$ cat config.mk
export PLATFORM = sky130hd
export DESIGN_NAME = sps_core
export DESIGN_NICKNAME = d
export VERILOG_FILES = /design/src/rtl/sps_pkg.sv /design/src/rtl/sps_sync.sv /design/src/rtl/sps_wr_timer.sv /design/src/rtl/sps_core.sv
export SDC_FILE = /design/constraint.sdc
export NUM_CORES = 1
export LEC_CHECK = 0
export BUFFER_PORTS_ARGS = -buffer_cell sky130_fd_sc_hd__buf_4
export CELL_PAD_IN_SITES_DETAIL_PLACEMENT = 1
export CELL_PAD_IN_SITES_GLOBAL_PLACEMENT = 1
export CORE_ASPECT_RATIO = 1.75
export CORE_MARGIN = 4
export CORE_UTILIZATION = 30
export CTS_CLUSTER_DIAMETER = 30
export DETAILED_ROUTE_END_ITERATION = 10
export GPL_TIMING_DRIVEN = 0
export PLACE_DENSITY = 0.64
export SLEW_MARGIN = 15
export SYNTH_ARGS = -nofsm -noshare
export SYNTH_HDL_FRONTEND = slang
export SYNTH_SLANG_ARGS = --single-unit
$ cat constraint.sdc
create_clock -name ref_clk -period 4.9 [get_ports ref_clk]
set_input_delay 0.245 -clock ref_clk [delete_from_list [all_inputs] [get_ports ref_clk]]
set_output_delay 0.245 -clock ref_clk [all_outputs]
set_load 0.05 [all_outputs]
$ cat src/rtl/sps_pkg.sv
// Constants, types and the protection decode for the status/protect block.
// Assumes one 100 MHz system clock; all pins arrive asynchronously.
package sps_pkg;

  // ******************************************************
  // Command codes
  // ******************************************************
  localparam logic [7:0] CMD_SET_LATCH = 8'h06;
  localparam logic [7:0] CMD_CLR_LATCH = 8'h04;
  localparam logic [7:0] CMD_STAT_RD   = 8'h05;
  localparam logic [7:0] CMD_STAT_WR   = 8'h01;
  localparam logic [7:0] CMD_MEM_WR    = 8'h02;

  // ******************************************************
  // Status layout and memory geometry
  // ******************************************************
  localparam int         SR_LOCK   = 7;
  localparam int         SR_SIZE_H = 3;
  localparam int         SR_SIZE_L = 2;
  localparam int         SR_LATCH  = 1;
  localparam int         SR_BUSY   = 0;
  localparam int         ADDR_W    = 13;
  localparam int         ADDR_HI_W = 5;
  localparam logic [12:0] PROT_QTR  = 13'h1800;
  localparam logic [12:0] PROT_HALF = 13'h1000;
  localparam logic [12:0] PROT_ALL  = 13'h0000;
  localparam logic [2:0] BIT_LAST  = 3'h7;

  // ******************************************************
  // Timing
  // ******************************************************
  localparam int CLK_MHZ       = 100;
  localparam int WRITE_TIME_US = 5000;
  localparam int WR_CYCLES_DFLT = WRITE_TIME_US * CLK_MHZ;
  localparam int TMR_W          = 20;

  // ******************************************************
  // Types
  // ******************************************************
  typedef struct packed {
    logic sclk;
    logic cs_n;
    logic mosi;
    logic wp_n;
  } sps_pins_t;

  localparam sps_pins_t PINS_RST = '{sclk: 1'b0, cs_n: 1'b1,
                                     mosi: 1'b0, wp_n: 1'b1};

  typedef struct packed {
    sps_pins_t s1;
    sps_pins_t s2;
  } sps_sync_t;

  typedef struct packed {
    logic             busy;
    logic             done;
    logic [TMR_W-1:0] cnt;
  } sps_tmr_t;

  typedef enum logic [8:0] {
    S_IDLE  = 9'h001,
    S_CMD   = 9'h002,
    S_HOLD  = 9'h004,
    S_RDST  = 9'h008,
    S_WSDAT = 9'h010,
    S_WSEND = 9'h020,
    S_WMADR = 9'h040,
    S_WMDAT = 9'h080,
    S_SKIP  = 9'h100
  } sps_state_t;

  typedef struct packed {
    sps_state_t  state;
    logic        sclk_d;
    logic        cs_d;
    logic [2:0]  bit_cnt;
    logic [7:0]  rx_sh;
    logic [7:0]  cmd;
    logic        adr_lo;
    logic        have_data;
    logic [12:0] mem_addr;
    logic [7:0]  mem_data;
    logic [2:0]  tx_cnt;
    logic [6:0]  tx_sh;
    logic        miso;
    logic        miso_oe;
    logic        latch;
    logic        lock;
    logic [1:0]  size;
    logic        pend_lock;
    logic [1:0]  pend_size;
    logic        stat_cyc;
    logic        wr_go;
    logic        mem_start;
  } sps_core_t;

  // Protected-area hit for a memory write start address
  function automatic logic prot_hit(input logic [12:0] addr,
                                    input logic [1:0]  size);
    logic hit;
    hit = 1'b0;
    case (size)
      2'h1:    hit = (addr >= PROT_QTR);
      2'h2:    hit = (addr >= PROT_HALF);
      2'h3:    hit = (addr >= PROT_ALL);
      default: hit = 1'b0;
    endcase
    return hit;
  endfunction

endpackage

$ cat src/rtl/sps_sync.sv
// Two-stage synchronisers for the serial and protect pins.
// Assumes pins are asynchronous to ref_clk.
`timescale 1ns/1ns
module sps_sync (
  input  wire logic              ref_clk,
  input  wire logic              rstn,
  input  wire logic              clk_en,
  input  wire sps_pkg::sps_pins_t pin_in,
  output sps_pkg::sps_pins_t     pin_out
);

  sps_pkg::sps_sync_t st_r;
  sps_pkg::sps_sync_t st_nxt;

  // First stage feeds only the second
  always_comb
  begin
    st_nxt    = st_r;
    st_nxt.s1 = pin_in;
    st_nxt.s2 = st_r.s1;
  end

  always_ff @(posedge ref_clk or negedge rstn)
  begin
    if (!rstn)
      st_r <= '{s1: sps_pkg::PINS_RST, s2: sps_pkg::PINS_RST};
    else if (clk_en)
      st_r <= st_nxt;
  end

  assign pin_out = st_r.s2;

endmodule

$ cat src/rtl/sps_wr_timer.sv
// Self-timed nonvolatile write cycle timer.
// Assumes start is a one-cycle pulse on ref_clk, ignored while busy.
`timescale 1ns/1ns
module sps_wr_timer #(
  parameter logic [19:0] WR_CYCLES = 20'(sps_pkg::WR_CYCLES_DFLT)
) (
  input  wire logic ref_clk,
  input  wire logic rstn,
  input  wire logic clk_en,
  input  wire logic start,
  output logic      busy,
  output logic      done
);

  sps_pkg::sps_tmr_t st_r;
  sps_pkg::sps_tmr_t st_nxt;

  always_comb
  begin
    st_nxt      = st_r;
    st_nxt.done = 1'b0;
    if (!st_r.busy && start)
    begin
      st_nxt.busy = 1'b1;
      st_nxt.cnt  = WR_CYCLES - 20'h00001;
    end
    else if (st_r.busy && st_r.cnt == '0)
    begin
      st_nxt.busy = 1'b0;
      st_nxt.done = 1'b1;
    end
    else if (st_r.busy)
      st_nxt.cnt = st_r.cnt - 20'h00001;
  end

  always_ff @(posedge ref_clk or negedge rstn)
  begin
    if (!rstn)
      st_r <= '0;
    else if (clk_en)
      st_r <= st_nxt;
  end

  assign busy = st_r.busy;
  assign done = st_r.done;

endmodule

$ cat src/rtl/sps_core.sv
// Serial status register, write latch and protection logic.
// Assumes an SPI master in mode 0 or 3 with a serial clock well below
// a quarter of ref_clk; all pins are resynchronised here.
`timescale 1ns/1ns
module sps_core #(
  parameter logic [19:0] WR_CYCLES = 20'(sps_pkg::WR_CYCLES_DFLT)
) (
  input  wire logic        ref_clk,
  input  wire logic        rstn,
  input  wire logic        clk_en,
  input  wire logic        spi_sclk,
  input  wire logic        spi_cs_n,
  input  wire logic        spi_mosi,
  input  wire logic        wp_n,
  output logic             spi_miso,
  output logic             spi_miso_oe,
  output logic             mem_wr_start,
  output logic [12:0]      mem_wr_addr,
  output logic [7:0]       mem_wr_data,
  output logic             hw_lock_mode
);

  // ******************************************************
  // Pin synchronisers and write timer
  // ******************************************************
  sps_pkg::sps_pins_t pin_raw;
  sps_pkg::sps_pins_t pin_s;
  logic               tmr_busy;
  logic               tmr_done;
  sps_pkg::sps_core_t st_r;
  sps_pkg::sps_core_t st_nxt;

  assign pin_raw = '{sclk: spi_sclk, cs_n: spi_cs_n,
                     mosi: spi_mosi, wp_n: wp_n};

  sps_sync u_sync (
    .ref_clk (ref_clk),
    .rstn    (rstn),
    .clk_en  (clk_en),
    .pin_in  (pin_raw),
    .pin_out (pin_s)
  );

  sps_wr_timer #(
    .WR_CYCLES (WR_CYCLES)
  ) u_timer (
    .ref_clk (ref_clk),
    .rstn    (rstn),
    .clk_en  (clk_en),
    .start   (st_r.wr_go),
    .busy    (tmr_busy),
    .done    (tmr_done)
  );

  // ******************************************************
  // Edges, protection and status image
  // ******************************************************
  logic       sclk_rise;
  logic       sclk_fall;
  logic       cs_rise;
  logic       cs_fall;
  logic       byte_end;
  logic [7:0] rx_byte;
  logic       hw_lock;
  logic [7:0] stat_now;

  assign sclk_rise = pin_s.sclk & ~st_r.sclk_d;
  assign sclk_fall = ~pin_s.sclk & st_r.sclk_d;
  assign cs_rise   = pin_s.cs_n & ~st_r.cs_d;
  assign cs_fall   = ~pin_s.cs_n & st_r.cs_d;
  assign rx_byte   = {st_r.rx_sh[6:0], pin_s.mosi};
  assign byte_end  = sclk_rise && (st_r.bit_cnt == sps_pkg::BIT_LAST);
  // Level only: entered in either order, left when the pin rises
  assign hw_lock   = st_r.lock & ~pin_s.wp_n;

  always_comb
  begin
    stat_now                     = 8'h00;
    stat_now[sps_pkg::SR_LOCK]   = st_r.lock;
    stat_now[sps_pkg::SR_SIZE_H] = st_r.size[1];
    stat_now[sps_pkg::SR_SIZE_L] = st_r.size[0];
    stat_now[sps_pkg::SR_LATCH]  = st_r.latch;
    stat_now[sps_pkg::SR_BUSY]   = tmr_busy;
  end

  // ******************************************************
  // Command sequencer
  // ******************************************************
  always_comb
  begin
    st_nxt           = st_r;
    st_nxt.wr_go     = 1'b0;
    st_nxt.mem_start = 1'b0;
    st_nxt.sclk_d    = pin_s.sclk;
    st_nxt.cs_d      = pin_s.cs_n;
    // Cycle end first, so a set in the same cycle wins
    if (tmr_done)
    begin
      st_nxt.latch = 1'b0;
      if (st_r.stat_cyc)
      begin
        st_nxt.lock = st_r.pend_lock;
        st_nxt.size = st_r.pend_size;
      end
    end
    if (cs_fall)
    begin
      st_nxt.state   = sps_pkg::S_CMD;
      st_nxt.bit_cnt = 3'h0;
    end
    else if (cs_rise)
    begin
      st_nxt.state   = sps_pkg::S_IDLE;
      st_nxt.miso    = 1'b0;
      st_nxt.miso_oe = 1'b0;
      case (st_r.state)
        sps_pkg::S_HOLD:
        begin
          if (!tmr_busy && st_r.cmd == sps_pkg::CMD_SET_LATCH)
            st_nxt.latch = 1'b1;
          else if (!tmr_busy)
            st_nxt.latch = 1'b0;
        end
        sps_pkg::S_WSEND:
        begin
          // Lock bit 0 or pin high: latch and busy flag alone decide
          if (st_r.latch && !tmr_busy && !hw_lock)
          begin
            st_nxt.pend_lock = st_r.rx_sh[sps_pkg::SR_LOCK];
            st_nxt.pend_size = st_r.rx_sh[sps_pkg::SR_SIZE_H:
                                          sps_pkg::SR_SIZE_L];
            st_nxt.stat_cyc  = 1'b1;
            st_nxt.wr_go     = 1'b1;
          end
        end
        sps_pkg::S_WMDAT:
        begin
          if (st_r.bit_cnt == 3'h0 && st_r.have_data && st_r.latch &&
              !tmr_busy &&
              !sps_pkg::prot_hit(st_r.mem_addr, st_r.size))
          begin
            st_nxt.stat_cyc  = 1'b0;
            st_nxt.wr_go     = 1'b1;
            st_nxt.mem_start = 1'b1;
          end
        end
        default:
        begin
          st_nxt.state = sps_pkg::S_IDLE;
        end
      endcase
    end
    else if (!pin_s.cs_n)
    begin
      if (sclk_rise)
      begin
        st_nxt.rx_sh   = rx_byte;
        st_nxt.bit_cnt = st_r.bit_cnt + 3'h1;
        case (st_r.state)
          sps_pkg::S_CMD:
          begin
            if (byte_end)
            begin
              st_nxt.cmd = rx_byte;
              case (rx_byte)
                sps_pkg::CMD_SET_LATCH,
                sps_pkg::CMD_CLR_LATCH:
                  st_nxt.state = sps_pkg::S_HOLD;
                sps_pkg::CMD_STAT_RD:
                begin
                  st_nxt.state   = sps_pkg::S_RDST;
                  st_nxt.tx_cnt  = 3'h0;
                  st_nxt.miso_oe = 1'b1;
                end
                sps_pkg::CMD_STAT_WR:
                  st_nxt.state = sps_pkg::S_WSDAT;
                sps_pkg::CMD_MEM_WR:
                begin
                  st_nxt.state     = sps_pkg::S_WMADR;
                  st_nxt.adr_lo    = 1'b0;
                  st_nxt.have_data = 1'b0;
                end
                default:
                  st_nxt.state = sps_pkg::S_SKIP;
              endcase
            end
          end
          sps_pkg::S_WSDAT:
          begin
            if (byte_end)
              st_nxt.state = sps_pkg::S_WSEND;
          end
          sps_pkg::S_HOLD,
          sps_pkg::S_WSEND:
            st_nxt.state = sps_pkg::S_SKIP;
          sps_pkg::S_WMADR:
          begin
            if (byte_end && !st_r.adr_lo)
            begin
              st_nxt.mem_addr[12:8] = rx_byte[sps_pkg::ADDR_HI_W-1:0];
              st_nxt.adr_lo         = 1'b1;
            end
            else if (byte_end)
            begin
              st_nxt.mem_addr[7:0] = rx_byte;
              st_nxt.state         = sps_pkg::S_WMDAT;
            end
          end
          sps_pkg::S_WMDAT:
          begin
            if (byte_end)
            begin
              st_nxt.mem_data  = rx_byte;
              st_nxt.have_data = 1'b1;
            end
          end
          default:
          begin
            st_nxt.state = st_r.state;
          end
        endcase
      end
      // Data goes out after the falling edge; reload gives live polling
      if (sclk_fall && st_r.state == sps_pkg::S_RDST)
      begin
        st_nxt.tx_cnt = st_r.tx_cnt + 3'h1;
        if (st_r.tx_cnt == 3'h0)
        begin
          st_nxt.miso  = stat_now[7];
          st_nxt.tx_sh = stat_now[6:0];
        end
        else
        begin
          st_nxt.miso  = st_r.tx_sh[6];
          st_nxt.tx_sh = {st_r.tx_sh[5:0], 1'b0};
        end
      end
    end
  end

  // Nonvolatile bits take their blank state at reset; no array behind
  always_ff @(posedge ref_clk or negedge rstn)
  begin
    if (!rstn)
    begin
      st_r       <= '0;
      st_r.state <= sps_pkg::S_IDLE;
      st_r.cs_d  <= 1'b1;
    end
    else if (clk_en)
      st_r <= st_nxt;
  end

  assign spi_miso     = st_r.miso;
  assign spi_miso_oe  = st_r.miso_oe;
  assign mem_wr_start = st_r.mem_start;
  assign mem_wr_addr  = st_r.mem_addr;
  assign mem_wr_data  = st_r.mem_data;
  assign hw_lock_mode = hw_lock;
endmodule

-- After elaboration in Yosys (flattened, before gate mapping)
Cells that the tools add are included.
- add/subtract/negate cells: 3
- order comparisons: 3
- equality and inequality tests: 32
- mux-type cells: 65
- bitwise gates (word level): 13
- reduce and logical (&&, ||, !) cells: 56
- operators with widths (kind ; count):
    $mux 9 ; 8
    $pmux 9 s4 ; 2
    $mux 10 ; 6
    $mux 20 ; 3
    $mux 54 ; 1
    $mux 52 ; 1
    $mux 8 ; 6
    $mux 45 ; 1
    $eq 8x3->1 const B ; 4
    $reduce_bool 2->1 ; 15
    $reduce_and 7->1 ; 4
    $ge 13x13->1 const B ; 2
    $reduce_and 8->1 ; 3
    $logic_not 20->1 ; 1
    $sub 20x1->20 const B ; 1
    $mux 3 ; 6
    $reduce_and 9->1 ; 2
    $mux 1 ; 17
    $ne 4x4->1 const B ; 4
    $reduce_and 5->1 ; 3
    $ge 13x1->1 const B ; 1
    $mux 13 ; 1
    $logic_and 1x1->1 ; 12
    $ne 2x2->1 const B ; 6
    other kinds (35) ; 62
- register bits: 105
- bits of input ports: 7
- output and inout port bits: 25
- logic and storage cells: 206

-- Depth between registers and ports, before layout
Gate-level depths: netlist of run 1.
- depth after elaboration: 15
- mapped depth: 9
- gate-level depth less buffers: 7

-- Hierarchy
A second synthesis of run 1 with hierarchy kept.
- cell total of the unflattened synthesis: 489
- area total of the unflattened synthesis: 5425.2 um^2
- modules (own cells, without submodules) (module ; instances ; cells an instance ; area an instance (um^2) ; seq. area each (um^2)):
    sps_core ; 1 ; 340 ; 3817.4 ; 1879.3
    sps_wr_timer ; 1 ; 132 ; 1271.2 ; 550.5
    sps_sync ; 1 ; 17 ; 336.6 ; 205.2

-- Worst setup path after synthesis of run 1
No wires, ideal clock.
- path kind: reg2reg
- start: register u_sync.st_r (netlist bit u_sync.pin_out[2])
- end: register st_r[70] (netlist bit)
- setup time: 66 ps
- arrival: 2230 ps
- required time: 4834 ps
- setup slack: 2604 ps
- cell stages (with the launch flop): 8
- path buffers: 1
- clock period less this slack: 2296 ps
- path through: dfstp_2 inv_1 ha_1 clkbuf_1 a311o_1 or4_1 nor4b_1 mux2_1
- longest elaborated chain between the ends: 4
- elaborated cells between the ends (all ways): 13
- classes of those cells: eq/ne: 5; mux: 2; bitwise: 3; reduce/logical: 3
- ends and longest elaborated chain (what ; line ; source):
    from (decl) ; sps_sync.sv:12 ; sps_pkg::sps_sync_t st_r;
    from (signal assigned) ; sps_sync.sv:26 ; st_r <= '{s1: sps_pkg::PINS_RST, s2: sps_pkg::PINS_RST};
    from (signal assigned) ; sps_sync.sv:28 ; st_r <= st_nxt;
    $not 1->1 (no line) * ; -- ;
    $and 1x1->1 * ; sps_core.sv:70 ; assign cs_fall = ~pin_s.cs_n & st_r.cs_d;
    named net cs_fall ; sps_core.sv:61 ; logic cs_fall;
    $ne 4x4->1 (no line), or another cell as far along ; -- ;
    $reduce_and 8->1 (no line) ; -- ;
    to (signal assigned) ; sps_core.sv:251 ; st_r <= st_nxt;
    to (decl) ; sps_core.sv:30 ; sps_pkg::sps_core_t st_r;
The timed path passes the listed nets; every way through them passes the cells marked *.
A chain may end at the register's enable or synchronous reset.

-- Final worst setup path of run 1
- start: register u_sync.st_r (netlist bit u_sync.pin_out[2])
- end: register st_r (netlist bit mem_wr_data[0])
- longest elaborated chain between the ends: 4
- elaborated cells between the ends (all ways): 6
- classes of those cells: bitwise: 5; reduce/logical: 1
- ends and longest elaborated chain (what ; line):
    $not 1->1 (no line) ; --
    $and 1x1->1 ; sps_core.sv:70
    $not 1->1 (no line) ; --
    $reduce_and 7->1 (no line) * ; --
Mark *: on every way between the ends. The rest lies on a longest branch, timed or not.

==> results.json, run 1 <==
{
  "status": "complete, but fails checks",
  "failed_checks": "hold timing",
  "dp.cells": 732,
  "clk_pin_slew_ns": 0.07,
  "synthTopCellsByArea": "dfrtp_1 (47%), mux2_2 (11%), nand2_1 (3.3%)",
  "synth-edff-count": 0,
  "path_buf_inv": 2,
  "post_cts_resized": 0,
  "cts_tree": "yes",
  "drtIter0Drc": 165,
  "ys_seq_area_share_pct": 50.4,
  "synthesis.area_sq_um": 5230,
  "ys_warn_count": 0,
  "grt_pass1_vias": 4220,
  "pin_count": 32,
  "synth_top_area_share_pct": 47.4,
  "drt_first_pass_iters": 4,
  "avgSynthCellArea_sq_um": 11.0,
  "io_buffers": 30,
  "wl_met3_um": 211,
  "fin_tns_setup_ns": 0,
  "cp_slowest_cell": "dfstp_2",
  "setup-violations-final": 0,
  "ys.flop_type": "dfrtp_1",
  "drv_cap": 0,
  "rsz0062_at_grt": "false",
  "slowest_delay_ns": 0.61,
  "layout.cells.non_filler": 748,
  "place_congestion": 0.842,
  "final_layout_size_suffix_gt1_share_pct": 27.8,
  "diodes": 0,
  "slew_violations": 0,
  "postCtsSetupBuffers": 0,
  "fin_skew_ns": 0.00872,
  "min_period_ns": 2.82,
  "grt_max_degree": 106,
  "coreArea_sq_um": 17000,
  "synth_cell_types": 60,
  "start_util_pct": 30.7,
  "clockRootBuffer": "clkbuf_16",
  "ir_worst_vdd_v": 0.000189,
  "crit_chain": "inv_1 -> ha_1 -> and3b_1 -> nor2b_1 -> and3_1 -> clkbuf_1 -> mux2_2",
  "synth_cells": 475,
  "antenna_found_initial": 0,
  "clock_latency_ns": 0.35,
  "final_common_cell": "dfrtp_1",
  "areaGrowthSynthToFinish_pct": 15.0,
  "drc": 0,
  "detail_route.wl_per_cell_um": 16.7,
  "num_rows": 63,
  "cts.sinks": 105,
  "fp.dieArea_sq_um": 19700,
  "via_per_inst": 4.96,
  "power.density_nw_per_um2": 365,
  "dpl.hpwl_mm": 9.29,
  "setup.worst_path.start_class": "flip-flop",
  "die_w_um": 108,
  "layout_common_cells": "dfrtp_1 (99), mux2_2 (51), buf_4 (50)",
  "fmax_mhz": 354,
  "r2r-end": "mem_wr_data[0]",
  "hold_ws_ns": -0.0150,
  "hold_buffers": 0,
  "reg2reg_depth": 7,
  "period_share_pct": 57.6,
  "cts_buffer_depth": 2,
  "drt-met1-wl_mm": 5.03,
  "hold_viol_final": 9,
  "grt_pass1_wl_mm": 21.4,
  "worst_pin_slew_ns": 1.01,
  "met2_length_mm": 7.01,
  "crit_family": "simple AND/OR/NAND/NOR gates",
  "drtAntennaViolNets": 0,
  "numCtsBuffers": 9,
  "nets": 533,
  "cp_max_fo": 8,
  "routed_wl_mm": 12.5,
  "relSlewSlack_pct": 32.9,
  "p_leak_nw": 2.90,
  "ff2ff_setup_slack_ns": 2.08,
  "highest_layer": "met4",
  "overflow": 0,
  "yosys.area.top_type": "dfrtp_1",
  "hp-class": "in2async",
  "fillers": 1973,
  "critPathArrivalTime_ns": 3.06,
  "synthArstFlopShare_pct": 100,
  "via_count": 3712,
  "grt_util_all_layers_pct": 13.7,
  "synth-seq-cells": 105,
  "h-tree-depth": 3,
  "worstPathRequired_ns": 5.13,
  "r2r_start": "u_sync.pin_out[2]",
  "end_kind": "flip-flop",
  "syn-num-nets": 492,
  "fp.dieH_um": 183,
  "crit_type": "reg2reg"
}
through the flow:
| step | utilization, % | hold slack (ns) | setup WS (ns) | power [mW] | instance area, sq um |
|---|---|---|---|---|---|
| 2_1_floorplan | - | -0.0506 | 2.60 | 1.38 | 5230 |
| 3_3_place_gp | 33.7 | 0.468 | 2.13 | 1.52 | 5740 |
| 3_5_place_dp | 33.7 | 0.449 | 2.08 | 1.55 | 5740 |
| 4_1_cts | 35.3 | 0.0651 | 2.06 | 2.23 | 6020 |
| 5_1_grt | 35.3 | 0.101 | 1.87 | 2.34 | 6020 |
| 6_report | 35.3 | -0.0150 | 2.08 | 2.20 | 6020 |
cells by family after synthesis:
group	Yosys count	synth area share, %
AND/OR/NAND/NOR	167	17.4
flip-flops	105	50.4
multiplexers	73	15.8
AO/OA/AOI/OAI	55	6.63
buffers and inverters	55	5.74
XOR/XNOR	10	1.67
adder cells (fa/ha/maj)	10	2.39
power breakdown:
part	internal, mW	total (mW)	leakage [nW]	switching (mW)
logic	0.203	0.499	1.36	0.295
clock network	0.346	0.674	0.129	0.329
registers	0.944	1.02	1.41	0.0779
total	1.49	2.19	2.90	0.702
worst max-delay path by stage:
| stage | endpoint | from | cells past startpoint |
|---|---|---|---|
| 2_1_floorplan | st_r[70] | u_sync.pin_out[2] | 7 |
| 3_3_place_gp | mem_wr_addr[6] | u_sync.pin_out[2] | 9 |
| 3_5_place_dp | mem_wr_addr[2] | u_sync.pin_out[2] | 9 |
| 4_1_cts | mem_wr_data[0] | u_sync.pin_out[2] | 7 |
| 5_1_grt | mem_wr_addr[6] | u_sync.pin_out[2] | 9 |
| 6_report | mem_wr_data[0] | u_sync.pin_out[2] | 7 |
per-layer routing:
metal	track usage, %	vias up
li1	-	1745
met1	15.6	1899
met2	25.2	49
met5	0	-
met4	5.76	0
met3	1.95	19
registers in the layout (all words and copies together) (netlist names):
name,count
mem_wr_start,1
u_timer.busy,1
spi_miso,1
u_sync.st_nxt,4
u_timer.done,1
u_timer.st_r,20
rx_byte,7
spi_miso_oe,1
mem_wr_addr,13
u_sync.pin_out,4
mem_wr_data,8
st_r,44
cell usage after synthesis (8+ instances only):
cell type / n
dfrtp_1: 99
nor4_1: 9
mux2_2: 51
nor2_1: 28
o21ai_0: 23
nand2b_1: 10
nand2_1: 46
inv_1: 12
clkbuf_1: 13
ha_1: 10
mux2i_1: 14
nand3_1: 16
a21oi_1: 8
buf_4: 21
nor3_1: 8
area by class of cell:
type,instances,area (sq um),area share [%]
buffer,43,255,4.24
clock inverter,6,42.5,0.707
sequential,105,2640,43.8
multi-input combinational,315,2300,38.2
tap,227,284,4.72
clock buffer,10,229,3.81
inverter,12,45.0,0.749
timing repair buffer,30,229,3.81
Power figures use the tool's default switching activity.
==> run 2: changes to the inputs <==
--- a/config.mk
+++ b/config.mk
@@ -5,6 +5,7 @@
 export SDC_FILE = /design/constraint.sdc
 export NUM_CORES = 1
 export LEC_CHECK = 0
+export ABC_AREA = 1
 export BUFFER_PORTS_ARGS = -buffer_cell sky130_fd_sc_hd__buf_4
 export CELL_PAD_IN_SITES_DETAIL_PLACEMENT = 1
 export CELL_PAD_IN_SITES_GLOBAL_PLACEMENT = 1
@@ -14,7 +15,7 @@
 export CTS_CLUSTER_DIAMETER = 30
 export DETAILED_ROUTE_END_ITERATION = 10
 export GPL_TIMING_DRIVEN = 0
-export PLACE_DENSITY = 0.64
+export PLACE_DENSITY = 0.69
 export SLEW_MARGIN = 15
 export SYNTH_ARGS = -nofsm -noshare
 export SYNTH_HDL_FRONTEND = slang
==> constraint.sdc (replaced) <==
create_clock -name ref_clk -period 2.3 [get_ports ref_clk]
set_input_delay 0.115 -clock ref_clk [delete_from_list [all_inputs] [get_ports ref_clk]]
set_output_delay 0.115 -clock ref_clk [all_outputs]
set_load 0.05 [all_outputs]
==> run 2 against run 1 <==
  * Largest power group unchanged
  * Combinational power grew to 3.3 times the previous value
  * Synthesized cell count increased by 44%
  * Largest cell class unchanged
  * The run now ends clean
  * Fmax is 30% higher
  * Critical endpoint is now mem_wr_data[6]
  * Critical path type unchanged
  * Core utilization rose by 0.16 points
  * Design area grew 10%
  * Non-clock buffer count down 5
  * Highest routed layer unchanged
==> results.json, run 2 <==
{
  "status": "finished, final reports clean",
  "ff2ff_setup_slack_ns": 0.13,
  "drc": 0,
  "grt_util_all_layers_pct": 15.3,
  "relSlewSlack_pct": 58.3,
  "cp_slowest_cell": "dfstp_2",
  "layout_common_cells": "nand2_1 (169), dfrtp_1 (99), nor2_1 (66)",
  "clock_latency_ns": 0.36,
  "synth_top_area_share_pct": 43.4,
  "worst_hold_path.endpoint": "u_sync.pin_out[2]",
  "hold_viol_final": 0,
  "fmax_mhz": 461,
  "cp_max_fo": 10,
  "grt_pass1_wl_mm": 25.9,
  "yosysMostFrequentCell": "nand2_1",
  "synth_cells": 684,
  "start_util_pct": 30.6,
  "r2r_start": "u_sync.pin_out[2]",
  "min_period_ns": 2.17,
  "synth_cell_types": 43,
  "final_common_cell": "nand2_1",
  "synth-seq-cells": 105,
  "h-tree-depth": 3,
  "ys_warn_count": 0,
  "worstPathRequired_ns": 2.54,
  "layout.cells.non_filler": 974,
  "drv_cap": 0,
  "numCtsBuffers": 9,
  "p_leak_nw": 3.15,
  "end_kind": "flip-flop",
  "dp.cells": 953,
  "io_buffers": 30,
  "synth_common_cells": "nand2_1 (169), dfrtp_1 (99), nor2_1 (68), inv_1 (56), o21ai_1 (43)",
  "fp.dieH_um": 190,
  "setup.worst_path.start_class": "flip-flop",
  "avgSynthCellArea_sq_um": 8.34,
  "synthTopCellsByArea": "dfrtp_1 (43%), nand2_1 (11%), nor2_1 (4.5%)",
  "slowest_delay_ns": 0.62,
  "hp-start": "clk_en",
  "areaGrowthSynthToFinish_pct": 16.1,
  "clockRootBuffer": "clkbuf_16",
  "via_per_inst": 4.79,
  "yosys.area.top_type": "dfrtp_1",
  "path_buf_inv": 2,
  "cts_tree": "yes",
  "r2r-end": "mem_wr_data[6]",
  "setup-violations-final": 0,
  "synthArstFlopShare_pct": 100,
  "fin_tns_setup_ns": 0,
  "dpl.hpwl_mm": 11.8,
  "min_path_cells": 2,
  "cts.sinks": 105,
  "grt_pass1_vias": 5034,
  "crit_chain": "inv_2 -> ha_2 -> nand2_2 -> nor3_2 -> nand3_2 -> buf_2 -> nand2_1 -> o21ai_1",
  "place_congestion": 0.788,
  "reg2reg_depth": 8,
  "nets": 748,
  "die_w_um": 112,
  "finalPower_mw": 5.51,
  "coreArea_sq_um": 18700,
  "placed_cell_area_sq_um": 6260,
  "top_register": "st_r",
  "hp-class": "in2reg",
  "synth-edff-count": 0,
  "ir_worst_vdd_v": 0.000376,
  "synthesis.area_sq_um": 5700,
  "critPathArrivalTime_ns": 2.41,
  "pin_count": 32,
  "detail_route.wl_per_cell_um": 15.7,
  "drtIter0Drc": 176,
  "fp.dieArea_sq_um": 21400,
  "diodes": 0,
  "clk_pin_slew_ns": 0.07,
  "period_share_pct": 94.3,
  "final_layout_size_suffix_gt1_share_pct": 22.1,
  "antenna_found_initial": 0,
  "postCtsSetupBuffers": 0,
  "hold_ws_ns": 0.0250,
  "crit_type": "reg2reg",
  "syn-num-nets": 701,
  "worst_pin_slew_ns": 0.620,
  "routed_wl_mm": 15.3,
  "stdcell_area_sq_um": 6620,
  "cts_buffer_depth": 2,
  "grt_max_degree": 78,
  "ys.flop_type": "dfrtp_1",
  "num_rows": 66,
  "overflow": 0,
  "drtAntennaViolNets": 0,
  "via_count": 4663,
  "slew_violations": 0,
  "power.density_nw_per_um2": 832,
  "crit_family": "flip-flops",
  "drt_first_pass_iters": 4,
  "largest_reg_flops": 44,
  "ys_seq_area_share_pct": 46.2,
  "fin_skew_ns": 0.0161
}
==> run 2: what timing repair did <==
| item | in CTS | in global routing |
|---|---|---|
| hold buffers | 5 | 0 |
| hold endpoints to repair | 32 | 0 |
| endpoints found under the setup margin | 0 | 40 |
| resized for setup | 0 | 7 |
==> run 2: through the flow <==
stage	setup WS (ns)	utilization, %
3_3_place_gp	0.0385	33.4
2_1_floorplan	0.446	-
4_1_cts	0.000545	35.4
5_1_grt	-0.00261	35.5
3_5_place_dp	0.0167	33.5
6_report	0.131	35.5
==> run 2: cells by family (layout without fill, tap and decap cells) <==
| group | count (synthesis) | after routing | synth area share, % |
|---|---|---|---|
| AO/OA/AOI/OAI | 100 | 100 | 10.0 |
| flip-flops | 105 | 105 | 46.2 |
| XOR/XNOR | 9 | 9 | 1.38 |
| AND/OR/NAND/NOR | 352 | 352 | 30.4 |
| buffers and inverters | 104 | 156 | 9.02 |
| multiplexers | 4 | 4 | 0.746 |
| adder cells (fa/ha/maj) | 10 | 10 | 2.19 |
==> run 2: worst register-to-register path, cell delays in order, from the launching register on <==
cell,delay (ns)
dfstp_2,0.62
inv_2,0.09
ha_2,0.41
nand2_2,0.12
nor3_2,0.20
nand3_2,0.22
buf_2,0.25
nand2_1,0.07
o21ai_1,0.06
==> run 2: worst max path at each step <==
| stage | startpoint | end | slack (ns) | cells after the start |
|---|---|---|---|---|
| floorplan | st_r[64] | st_r[52] | 0.45 | 11 |
| global placement | u_sync.pin_out[2] | mem_wr_addr[6] | 0.04 | 9 |
| detailed placement | u_sync.pin_out[2] | mem_wr_addr[6] | 0.02 | 9 |
| CTS | u_sync.pin_out[2] | mem_wr_addr[6] | 0.0005 | 9 |
| global route | u_sync.pin_out[2] | mem_wr_data[6] | -0.003 | 8 |
| finish | u_sync.pin_out[2] | mem_wr_data[6] | 0.13 | 8 |
==> run 2: final cells by class <==
type,count,area [sq um]
Clock inverter,7,67.6
Timing Repair Buffer,36,307
Fill cell,2304,12000
Multi-Input combinational cell,475,2580
Inverter,72,273
Buffer,32,241
Clock buffer,9,225
Tap cell,238,298
Sequential cell,105,2640
==> run 2: layer usage <==
metal	share of wire [%]	track usage, %	up-vias
met5	0	0	-
met4	2.3	5.69	0
met3	1.2	2.10	19
met2	57	29.6	44
met1	39	16.5	2302
li1	-	-	2298
==> run 2: power breakdown <==
part           internal [mW]  leakage, nW  switching [mW]
sequential              2.11         1.37           0.232
combinational          0.465         1.64            1.16
clock                  0.759        0.144           0.777
total                   3.34         3.15            2.17
==> run 3: changes to the inputs <==
--- a/config.mk
+++ b/config.mk
@@ -19,4 +19,5 @@
 export SLEW_MARGIN = 15
 export SYNTH_ARGS = -nofsm -noshare
 export SYNTH_HDL_FRONTEND = slang
+export SYNTH_HIERARCHICAL = 1
 export SYNTH_SLANG_ARGS = --single-unit
==> constraint.sdc (replaced) <==
create_clock -name ref_clk -period 2.3 [get_ports ref_clk]
set_input_delay 0.345 -clock ref_clk [delete_from_list [all_inputs] [get_ports ref_clk]]
set_output_delay 0.345 -clock ref_clk [all_outputs]
set_load 0.05 [all_outputs]
==> run 3 against run 2 <==
  * Critical path depth increased by 1
  * Worst hold slack improved by 0.18 ns
  * Fmax increased by 0.84%
  * Cell count grew 5.5%
  * Clock-buffer cell count is 2 higher
==> results.json, run 3 <==
{
  "synth_top_area_share_pct": 42.5,
  "coreArea_sq_um": 19100,
  "power.density_nw_per_um2": 950,
  "via_per_inst": 4.82,
  "largest_reg_flops": 44,
  "areaGrowthSynthToFinish_pct": 15.6,
  "multi_input_comb_area_sq_um": 2680,
  "place_congestion": 0.904,
  "drtIter0Drc": 148,
  "num_rows": 67,
  "io_buffers": 31,
  "crit_start": "st_r[64]",
  "yosysMostFrequentCell": "nand2_1",
  "fillers": 2369,
  "crit_chain": "inv_1 -> ha_1 -> nor2_4 -> inv_2 -> nor3_4 -> nand4_4 -> buf_4 -> nand2_1 -> o21ai_2",
  "overflow": 0,
  "syn-num-nets": 754,
  "layout.cells.non_filler": 1028,
  "drt_first_pass_iters": 6,
  "nets": 799,
  "detail_route.wl_per_cell_um": 15.7,
  "top_register": "st_r",
  "start_util_pct": 30.5,
  "setup-violations-final": 0,
  "final_common_cell": "nand2_1",
  "drc": 0,
  "synth-seq-cells": 105,
  "dp.cells": 1010,
  "r2r_start": "st_r[64]",
  "critPathArrivalTime_ns": 2.38,
  "hold_viol_final": 0,
  "rsz0062_at_grt": "false",
  "slowest_delay_ns": 0.58,
  "synth_cell_types": 42,
  "layout_common_cells": "nand2_1 (192), dfrtp_1 (99), nor2_1 (86)",
  "crit_type": "reg2reg",
  "grt_util_all_layers_pct": 15.6,
  "clk_pin_slew_ns": 0.08,
  "pin_count": 32,
  "synth_cells": 737,
  "regArea_sq_um": 2640,
  "cts_tree": "yes",
  "synthTopCellsByArea": "dfrtp_1 (43%), nand2_1 (12%), nor2_1 (5.6%)",
  "cp_slowest_cell": "dfstp_2",
  "clockRootBuffer": "clkbuf_16",
  "synth-edff-count": 0,
  "finalPower_mw": 6.40,
  "dpl.hpwl_mm": 12.4,
  "numCtsBuffers": 9,
  "avgSynthCellArea_sq_um": 7.91,
  "fp.dieH_um": 192,
  "yosys.area.top_type": "dfrtp_1",
  "grt_max_degree": 76,
  "fmax_mhz": 465,
  "drv_cap": 0,
  "synth_common_cells": "nand2_1 (192), dfrtp_1 (99), nor2_1 (87), nand3_1 (65), inv_1 (64)",
  "worstPathRequired_ns": 2.53,
  "h-tree-depth": 3,
  "slew_violations": 0,
  "relSlewSlack_pct": 60.8,
  "via_count": 4957,
  "setup.worst_path.start_class": "flip-flop",
  "ys_seq_area_share_pct": 45.2,
  "cp_max_fo": 6,
  "cts_buffer_depth": 2,
  "period_share_pct": 93.5,
  "final_layout_size_suffix_gt1_share_pct": 20.2,
  "end_kind": "flip-flop",
  "diodes": 0,
  "fin_skew_ns": 0.0183,
  "die_w_um": 113,
  "min_period_ns": 2.15,
  "worst_pin_slew_ns": 0.585,
  "antenna_found_initial": 0,
  "synthesis.area_sq_um": 5830,
  "ys_warn_count": 6,
  "ir_worst_vdd_v": 0.000430,
  "grt_pass1_wl_mm": 27.0,
  "hp-start": "wp_n",
  "cts.sinks": 105,
  "drtAntennaViolNets": 0,
  "final_util_pct": 35.2,
  "clock_latency_ns": 0.36,
  "synthArstFlopShare_pct": 100,
  "hp-class": "in2reg",
  "p_leak_nw": 3.30,
  "fp.dieArea_sq_um": 21800,
  "grt_pass1_vias": 5246,
  "status": "finished, final reports clean",
  "routed_wl_mm": 16.1,
  "ys.flop_type": "dfrtp_1"
}
## run 3: cell types whose count changed in the layout (fill, tap and decap cells not counted), sizes merged, moves of 3 or more
cell / delta
clkinvlp: +3
nand2: +23
nor2: +19
a21oi: +5
clkinv: -5
inv: +5
nor3: -3
nand3b: -3
xor2: -4
o21ai: -8
nand3: +26
dlygate4sd3: -4
a21o: +5
nand4: -8
## run 3: routing by layer
layer,vias up,wire length (um),GRT usage (%)
met5,-,0,0
met4,0,350,5.28
met3,21,196,1.60
met2,37,9600,31.4
met1,2452,5980,16.4
li1,2447,-,-
## run 3: path summary, 6_finish.rpt
check,slack (ns),to,depth (start not counted)
worst max-delay path,0.15,mem_wr_addr[0],9
worst min-delay path,0.20,u_sync/st_nxt[0],3
worst max register to register,0.15,mem_wr_addr[0],9
worst min register to register,0.46,u_sync/st_nxt[0],2
max in group asynchronous,1.13,u_sync/st_nxt[2],3
min in group asynchronous,0.44,rx_byte[4],2
## run 3: layout make-up
| type | count | share of cell area, % |
|---|---|---|
| clock buffer | 11 | 3.46 |
| sequential | 105 | 39.1 |
| tap | 241 | 4.48 |
| inverter | 78 | 4.42 |
| clock inverter | 5 | 0.855 |
| buffer | 31 | 3.64 |
| multi-input combinational | 522 | 39.7 |
| timing repair buffer | 35 | 4.29 |
## run 3: stage by stage
step	setup slack, ns	hold WS, ns	cell area, sq um	TNS (ns)
after floorplan	0.321	0.0494	5830	0
after global placement	-0.0816	0.449	6360	-0.566
after detailed placement	-0.0816	0.257	6390	-0.811
after CTS	0.00375	0.194	6710	0
after global routing	0.0142	0.203	6740	0
final	0.149	0.204	6740	0
## run 3: worst max-delay path, delay by kind of cell (launching register included)
| kind | cells | cell delay, ns |
|---|---|---|
| buf+inv | 3 | 0.36 |
| flops | 1 | 0.58 |
| simple gates | 4 | 0.74 |
| fa+ha+maj | 1 | 0.29 |
| compound gates | 1 | 0.05 |
## run 3: cells by family (layout without fill, tap and decap cells)
family	after synthesis	count (layout)	synth area share, %
XOR/XNOR	4	4	0.601
adder cells (fa/ha/maj)	10	10	2.15
multiplexers	3	3	0.623
AO/OA/AOI/OAI	102	102	10.7
buffers and inverters	110	160	9.41
AND/OR/NAND/NOR	403	403	31.3
flip-flops	105	105	45.2
## run 3: what timing repair did
item,4_1_cts,5_1_grt
buffers inserted,0,2
resized for setup,4,2
hold buffers,1,0
pin swaps,0,4
hold endpoints to repair,30,0
setup endpoints to repair,29,31
## run 3: where the power goes
| part | switching [mW] | total, mW | internal [mW] |
|---|---|---|---|
| sequential | 0.316 | 2.45 | 2.13 |
| clock | 0.710 | 1.56 | 0.845 |
| combinational | 1.66 | 2.40 | 0.733 |
| total | 2.69 | 6.40 | 3.71 |
